**config.mk**
```make
export PLATFORM = sky130hd
export DESIGN_NAME = lsc_limit_switch
export DESIGN_NICKNAME = d
export VERILOG_FILES = /design/src/lsc_pkg.sv /design/src/lsc_mem_if.sv /design/src/lsc_limit_switch.sv /design/src/lsc_word_mem.sv
export VERILOG_INCLUDE_DIRS = /design/src
export SDC_FILE = /design/constraint.sdc
export NUM_CORES = 2
export LEC_CHECK = 0
export ABC_AREA = 1
export BUFFER_PORTS_ARGS = -buffer_cell sky130_fd_sc_hd__buf_4
export CORE_ASPECT_RATIO = 1.75
export CORE_MARGIN = 2
export CORE_UTILIZATION = 58
export DETAILED_ROUTE_END_ITERATION = 6
export PLACE_DENSITY = 0.83
export SLEW_MARGIN = 20
export SYNTH_ARGS = -nofsm -noshare
export SYNTH_HDL_FRONTEND = slang
export SYNTH_SLANG_ARGS = --single-unit
```
**constraint.sdc**
```tcl
create_clock -name ref_clk -period 3.25 [get_ports ref_clk]
set_clock_uncertainty 0.15 [all_clocks]
set_input_delay 0.1625 -clock ref_clk [delete_from_list [all_inputs] [get_ports ref_clk]]
set_output_delay 0.1625 -clock ref_clk [all_outputs]
set_load 0.01 [all_outputs]
```
**src/lsc_consts.svh**
```systemverilog
// Operation
// RL1: each of the eight switches holds its own trigger point, the position at which it fires.
// RL2: writing a one to bit n of the re-arm mask re-arms the single-shot watch of switch n+1; values 0 to 255.
// RL3: a zero bit in the re-arm mask leaves the watch of that switch untouched.
// RL4: the switch state word has bit n set while switch n+1 is active and clear while inactive.
// RL5: the switch state word is read-only; writes to it change nothing and only the compare logic drives it.
// RL6: each switch has a writable pulse time in milliseconds, 0 up to 65,536 ms, defaulting to 500 ms; the 16-bit entries here stop at 65,535 ms.
// RL7: a switch whose single-shot bit is one is watched until it fires once, otherwise it is watched continuously.
// RL8: with unit-select zero a switch is active while the position is at or above its trigger point (zero width).
// RL9: with unit-select one a switch goes active when its trigger point is crossed and stays so for its pulse time.
// RL10: a re-arm acts in the next evaluation cycle and clears the latched single-shot completion of that switch.
`ifndef LSC_CONSTS_SVH
`define LSC_CONSTS_SVH

`define LSC_NUM_SWITCHES    8
`define LSC_ADDR_SINGLE     16'h026c
`define LSC_ADDR_TRIG_FIRST 16'h026e
`define LSC_ADDR_TRIG_LAST  16'h028d
`define LSC_ADDR_REARM      16'h028e
`define LSC_ADDR_STATE      16'h0290
`define LSC_ADDR_PULSE_FIRST 16'h0292
`define LSC_ADDR_PULSE_LAST 16'h02a0
`define LSC_ADDR_UNITS      16'h02a2
`define LSC_TRIG_WORD_HI    2'h2
`define LSC_TRIG_WORD_LO    2'h3
`define LSC_PULSE_RESET     16'h01f4
`define LSC_PULSE_UNIT_NS   1000000
`define LSC_CLK_PERIOD_NS   8

`endif

```
**src/lsc_pkg.sv**
```systemverilog
package lsc_pkg;
  typedef logic [15:0]        lsc_word_t;
  typedef logic signed [31:0] lsc_pos_t;
  typedef enum logic {LSC_POSITION, LSC_TIMED} lsc_unit_t;
endpackage

```
**src/lsc_mem_if.sv**
```systemverilog
`timescale 1ns/1ps
`default_nettype none
interface lsc_mem_if #(parameter int DEPTH = 8, parameter int W = 16);
  logic                     wrEn;
  logic [$clog2(DEPTH)-1:0] wrIdx;
  logic [W-1:0]             wrData;
  logic [$clog2(DEPTH)-1:0] rdIdx;
  logic [W-1:0]             rdData;
  logic [W-1:0]             entries [DEPTH];
  modport mem  (input wrEn, wrIdx, wrData, rdIdx, output rdData, entries);
  modport user (output wrEn, wrIdx, wrData, rdIdx, input rdData, entries);
endinterface
`default_nettype wire

```
**src/lsc_limit_switch.sv**
```systemverilog
`timescale 1ns/1ps
`default_nettype none
`include "lsc_consts.svh"
module lsc_limit_switch #(
  parameter int CYC_PER_MS = `LSC_PULSE_UNIT_NS / `LSC_CLK_PERIOD_NS
) (
  input  wire logic             ref_clk,
  input  wire logic             rst_n,
  input  wire lsc_pkg::lsc_pos_t feedbackPosition,
  input  wire logic             regWr,
  input  wire logic             regRd,
  input  wire logic [15:0]      regAddr,
  input  wire logic [15:0]      regWrData,
  output logic [15:0]           regRdData,
  output logic                  regRdValid,
  output logic [7:0]            switchState
);
  localparam int NSW  = `LSC_NUM_SWITCHES;
  localparam int SUBW = (CYC_PER_MS > 1) ? $clog2(CYC_PER_MS) : 1;
  localparam logic [SUBW-1:0] SUB_TOP = SUBW'(CYC_PER_MS - 1);

  lsc_pkg::lsc_pos_t trig [NSW];
  logic [7:0]        singleMask;
  logic [7:0]        unitMask;
  logic [7:0]        rearmNow;
  logic [7:0]        done;
  logic [7:0]        prevHit;
  logic [7:0]        hit;
  logic [7:0]        armed;
  logic [7:0]        start;
  logic [7:0]        fire;
  logic [7:0]        next_state;
  logic [7:0]        next_done;
  logic [15:0]       rdReg;
  logic              rdFromMem;

  lsc_mem_if #(.DEPTH(NSW), .W(16)) pulseMem ();
  lsc_word_mem #(.DEPTH(NSW), .W(16), .RESET_VAL(`LSC_PULSE_RESET)) uPulseMem (
    .ref_clk (ref_clk),
    .rst_n   (rst_n),
    .port    (pulseMem)
  );

  // address decode
  wire        selSingle = regAddr == `LSC_ADDR_SINGLE;
  wire        selUnits  = regAddr == `LSC_ADDR_UNITS;
  wire        selRearm  = regAddr == `LSC_ADDR_REARM;
  wire        selState  = regAddr == `LSC_ADDR_STATE;
  wire        selTrig   = regAddr >= `LSC_ADDR_TRIG_FIRST && regAddr <= `LSC_ADDR_TRIG_LAST;
  wire        selPulse  = regAddr >= `LSC_ADDR_PULSE_FIRST && regAddr <= `LSC_ADDR_PULSE_LAST && !regAddr[0];
  wire [15:0] trigOff   = regAddr - `LSC_ADDR_TRIG_FIRST;
  wire [15:0] pulseOff  = regAddr - `LSC_ADDR_PULSE_FIRST;
  wire [2:0]  trigIdx   = trigOff[4:2];
  wire [1:0]  trigWord  = trigOff[1:0];
  wire [2:0]  pulseIdx  = pulseOff[3:1];

  // a trigger point is a 64-bit word group; only the low 32 bits are kept, the top two words mirror the sign
  wire lsc_pkg::lsc_pos_t trigSel = trig[trigIdx];
  wire [15:0] trigRdWord = (trigWord == `LSC_TRIG_WORD_HI) ? trigSel[31:16] :
                           (trigWord == `LSC_TRIG_WORD_LO) ? trigSel[15:0] : {16{trigSel[31]}};
  // the state word decodes but has no write path
  wire [15:0] next_rd = selSingle ? {8'h00, singleMask} :
                        selUnits  ? {8'h00, unitMask} :
                        selState  ? {8'h00, switchState} : // RL4
                        selTrig   ? trigRdWord : 16'h0000;

  assign pulseMem.wrEn   = regWr && selPulse;
  assign pulseMem.wrIdx  = pulseIdx;
  assign pulseMem.wrData = regWrData;
  assign pulseMem.rdIdx  = pulseIdx;
  assign regRdData       = rdFromMem ? pulseMem.rdData : rdReg;

  always_ff @(posedge ref_clk)
  begin
    if (!rst_n)
    begin
      regRdValid <= 1'b0;
      rdFromMem  <= 1'b0;
      rdReg      <= 16'h0000;
    end
    else
    begin
      regRdValid <= regRd;
      rdFromMem  <= regRd && selPulse;
      rdReg      <= next_rd;
    end
  end

  always_ff @(posedge ref_clk)
  begin
    if (!rst_n)
    begin
      singleMask <= 8'h00;
      unitMask   <= 8'h00;
      rearmNow   <= 8'h00;
    end
    else
    begin
      if (regWr && selSingle)
        singleMask <= regWrData[7:0];
      if (regWr && selUnits)
        unitMask <= regWrData[7:0];
      // re-arm is a command: it lives for one cycle and reads back as zero
      rearmNow <= (regWr && selRearm) ? regWrData[7:0] : 8'h00; // RL2 RL10
    end
  end

  assign fire      = next_state & ~switchState;
  // a completion in the same cycle as a re-arm still latches
  assign next_done = (singleMask & fire) | (done & ~rearmNow); // RL2 RL3 RL10

  always_ff @(posedge ref_clk)
  begin
    if (!rst_n)
    begin
      switchState <= 8'h00;
      done        <= 8'h00;
      prevHit     <= 8'h00;
    end
    else
    begin
      switchState <= next_state; // RL5
      done        <= next_done;
      prevHit     <= hit;
    end
  end

  genvar i;
  generate
    for (i = 0; i < NSW; i++)
    begin : gSw
      logic [15:0]     msLeft;
      logic [SUBW-1:0] sub;
      wire lsc_pkg::lsc_unit_t unitMode = unitMask[i] ? lsc_pkg::LSC_TIMED : lsc_pkg::LSC_POSITION;
      wire subZero  = sub == '0;
      wire lastTick = subZero && msLeft == 16'h0001;

      always_ff @(posedge ref_clk)
      begin
        if (!rst_n)
          trig[i] <= '0;
        else if (regWr && selTrig && trigIdx == i && trigWord == `LSC_TRIG_WORD_HI)
          trig[i][31:16] <= regWrData; // RL1
        else if (regWr && selTrig && trigIdx == i && trigWord == `LSC_TRIG_WORD_LO)
          trig[i][15:0] <= regWrData; // RL1
      end

      assign hit[i]   = feedbackPosition >= trig[i]; // RL1 RL8
      assign armed[i] = !singleMask[i] || !done[i]; // RL7
      // a zero pulse time never opens a pulse
      assign start[i] = unitMode == lsc_pkg::LSC_TIMED && hit[i] && !prevHit[i] && armed[i]
                        && pulseMem.entries[i] != 16'h0000; // RL9
      assign next_state[i] = (unitMode == lsc_pkg::LSC_TIMED) ?
                             (start[i] || (switchState[i] && !lastTick)) : // RL9
                             (hit[i] && (switchState[i] || armed[i])); // RL8 RL7

      always_ff @(posedge ref_clk)
      begin
        if (!rst_n)
        begin
          msLeft <= 16'h0000;
          sub    <= '0;
        end
        else if (start[i])
        begin
          msLeft <= pulseMem.entries[i]; // RL9
          sub    <= SUB_TOP;
        end
        else if (switchState[i] && subZero)
        begin
          msLeft <= msLeft - 16'h0001;
          sub    <= SUB_TOP;
        end
        else if (switchState[i])
          sub <= sub - SUBW'(1);
      end

      // helper: measures each timed pulse; counts the edges at which the pulse already stood, so the falling edge is included once
      logic [39:0] hiCnt;
      logic [15:0] ptLatched;
      always_ff @(posedge ref_clk)
      begin
        if (!rst_n || !unitMask[i])
        begin
          hiCnt     <= '0;
          ptLatched <= 16'h0000;
        end
        else if (start[i])
        begin
          hiCnt     <= 40'h0;
          ptLatched <= pulseMem.entries[i];
        end
        else if (switchState[i])
          hiCnt <= hiCnt + 40'h1;
      end

    end
  endgenerate
endmodule
`default_nettype wire

```
**src/lsc_word_mem.sv**
```systemverilog
`timescale 1ns/1ps
`default_nettype none
`include "lsc_consts.svh"
module lsc_word_mem #(
  parameter int          DEPTH     = 8,
  parameter int          W         = 16,
  parameter logic [15:0] RESET_VAL = `LSC_PULSE_RESET
) (
  input  wire logic ref_clk,
  input  wire logic rst_n,
  lsc_mem_if.mem    port
);
  genvar g;
  generate
    for (g = 0; g < DEPTH; g++)
    begin : gEntry
      always_ff @(posedge ref_clk)
      begin
        if (!rst_n)
          port.entries[g] <= W'(RESET_VAL); // RL6
        else if (port.wrEn && port.wrIdx == g)
          port.entries[g] <= port.wrData; // RL6
      end
    end
  endgenerate

  always_ff @(posedge ref_clk)
  begin
    if (!rst_n)
      port.rdData <= '0;
    else
      port.rdData <= port.entries[port.rdIdx];
  end
endmodule
`default_nettype wire

```
==> results.cfg <==
[floorplan]
ios = 93
die_h_um = 363
initial_utilization_pct = 58.5
die_w_um = 209
rows = 131
core_um2 = 72900
dieArea_um2 = 75800

[timing]
hold_slack_ps = 50.3
layout_min_cycle_time_ps = 3250
fin_crit_sh_pct = 100
setup_slack_ps = -4.86
fmax_mhz = 307
setup_viol = 1
tightest_slew_ps = 1260
maxSlewViolCount = 0
slew_headroom_pct = 15.7
finalHoldViolCount = 0

[setup_path]
end_kind = register
required_ps = 3630
worstSetupPathType = register to register
crit_fanout = 16
critical_path_arrival_ps = 3630
crit_path_start_kind = register

[yosys]
yosysSeqAreaShare_pct = 40.3
ys.flop_type = dfxtp_1
netlist_instances = 5755
ys_seq_elements = 730
ys_types = 55
synth_common_cells = nand2_1, nor2_1, inv_1, dfxtp_1, o21ai_0
synth.area.top_cells = dfxtp_1, edfxtp_1, nand2_1, ha_1, nor2_1
synthMostInstantiatedCell = nand2_1
yosysTopAreaCell = dfxtp_1
synth_warnings = 0
synth_edf_count = 256
syn-num-nets = 6109
async_reset_ff_share_pct = 0
yosys.area.top_type_share_pct = 22.2
syn_area_per_cell_um2 = 7.41
synth_area_um2 = 42700

[clock_network]
cts_tree = done
clk_latency_ps = 670
clkTransAtPathRegs_ps = 60
root_buffer = clkbuf_16
clkSinkCount = 730
cts-buffers-inserted = 69
cts_max_path_buffers = 3
htree_levels = 3

[layout]
final_nets = 6252
area_growth_pct = 12.5
drive_gt1_share_pct = 8.58
final_util_pct = 65.8
n_fill_cell = 6183

[routing]
drtIter0Drc = 3514
drtAntennaViolNets = 0
finalWirelength_um = 141000
remaining_drc_errors = 2
routedWlPerCell_um = 20.5
drt-pass1-iter-count = 7
vias_per_cell = 5.91
vias = 40713

[run_status]
status = complete, but fails checks
violations = design-rule violations, negative setup slack

[power]
pwr-share-seq_pct = 37.1
p_clk_share_pct = 28.1
switching_share_pct = 36.7
switchingPower_mw = 11.3
power_density_nw_per_um2 = 639
intPower_mw = 19.4
combPwrFrac_pct = 34.8
peakVddDrop_uv = 489
p_leak_nw = 22.8

[placed_design]
port_buffers = 92
post-place-ws_ps = -317
gp_congestion = 1.02
hpwl_um = 103000

[global_routing]
grt_first_pass_wirelength_um = 215000
grt_pass1_vias = 39664
gr-total-overflow = 0
track_usage_pct = 36.6
grt_max_degree = 147
antenna_found_initial = 1

[flow_run]
maxCapViolCount = 0

[hold_path]
min-delay-path-class = input pin to register
[power by group through the flow]
stage / Clock [mW] / Combinational, mW / Sequential, mW
2_1_floorplan: 0 / 8.03 / 11.3
3_3_place_gp: 0 / 10.2 / 11.5
3_5_place_dp: 0 / 10.4 / 11.5
4_1_cts: 8.69 / 10.5 / 11.4
5_1_grt: 9.01 / 12.0 / 11.5
6_report: 8.63 / 10.7 / 11.4
[worst paths after layout]
check / from / cells after the start / to / slack, ps
setup / recovery: trig[7][31] / 13 / gSw[7].msLeft[7] / -5
hold / removal: regAddr[0] / 5 / rearmNow[3] / 50
setup reg to reg: trig[7][31] / 13 / gSw[7].msLeft[7] / -5
hold reg to reg: gSw[0].msLeft[15] / 2 / gSw[0].msLeft[15] / 310
[flip-flops by register name, indices dropped and copies added, names as in the netlist]
| signal | flops |
|---|---|
| rdFromMem | 1 |
| switchState | 8 |
| uPulseMem.port.entries | 128 |
| done | 8 |
| uPulseMem.port.rdData | 16 |
| gSw.sub | 136 |
| singleMask | 8 |
| rearmNow | 8 |
| regRdValid | 1 |
| unitMask | 8 |
| gSw.msLeft | 128 |
| prevHit | 8 |
| rdReg | 16 |
| trig | 256 |
[cell usage in the layout, fill, tap and decap left out, types with 16 or more instances in the layout]
master and instances:
nand2_1 1177, mux2_2 16, nor3_1 63, ha_1 284
dlygate4sd3_1 29, clkbuf_16 73, nor2_1 818, nand3_1 319
inv_1 698, a21oi_1 346, o21a_1 20, nand4_1 78
buf_4 269, a31oi_1 17, xor2_1 117, nor2_2 19
nand3b_1 27, or2_2 25, dfxtp_1 474, nor4_1 52
edfxtp_1 256, xnor2_1 54, o22ai_1 16, o21ai_0 352
o211ai_1 121
[layer usage]
layer	share of wire, %	track usage (%)
met4	10	33.0
met5	0	0
met1	34	37.4
met3	8.2	6.85
met2	48	63.6
[worst max-delay path, cell delays in order (launching register included)]
cell	delay [ps]
edfxtp_1	380
inv_1	60
ha_1	330
nand2_1	110
nor2_1	170
nand2_1	160
nor2_4	310
nand4_1	320
nand3_1	320
nand2_1	100
buf_4	190
buf_4	200
o21ai_0	240
a21oi_1	80
[kinds of logic (layout without fill, tap and decap cells)]
group | Yosys count | in the layout | share of synthesized area (%)
muxes | 17 | 17 | 0.446
xor gates and xnor gates | 172 | 172 | 3.53
buffers and inverters | 967 | 1166 | 8.71
adders and majority gates | 286 | 286 | 8.39
AOI/OAI and AO/OA | 965 | 965 | 12.9
DFF | 730 | 730 | 40.3
and+or+nand+nor | 2618 | 2618 | 25.8
other | 0 | 1 | 0
[final cells by class]
class	instances	area (um^2)	area share [%]
inverter	722	2720	5.67
timing repair buffer	315	2610	5.44
clock inverter	35	404	0.842
clock buffer	92	1970	4.10
sequential	730	17200	35.8
timing repair inverter	2	12.5	0.0261
tap	931	1160	2.43
multi-input combinational	4058	21900	45.7
antenna	1	2.50	0.00521
[timing repair]
item	4_1_cts	5_1_grt
cloned	0	2
hold buffers	30	0
endpoints found under the setup margin	46	273
pin swaps	1	11
setup buffers	1	6
endpoints found under the hold margin	117	0
gates resized for setup	7	35
[stage by stage]
stage	total power [mW]	cell area [um^2]	cells	setup TNS [ps]
2_1_floorplan	19.3	42700	5755	0
3_3_place_gp	21.7	45100	6720	-4990
3_5_place_dp	21.9	45100	6720	-4830
4_1_cts	30.6	47800	6878	0
5_1_grt	32.5	48000	6885	-138
6_report	30.7	48000	6886	-4.86
(Power assumes the default switching activity.)
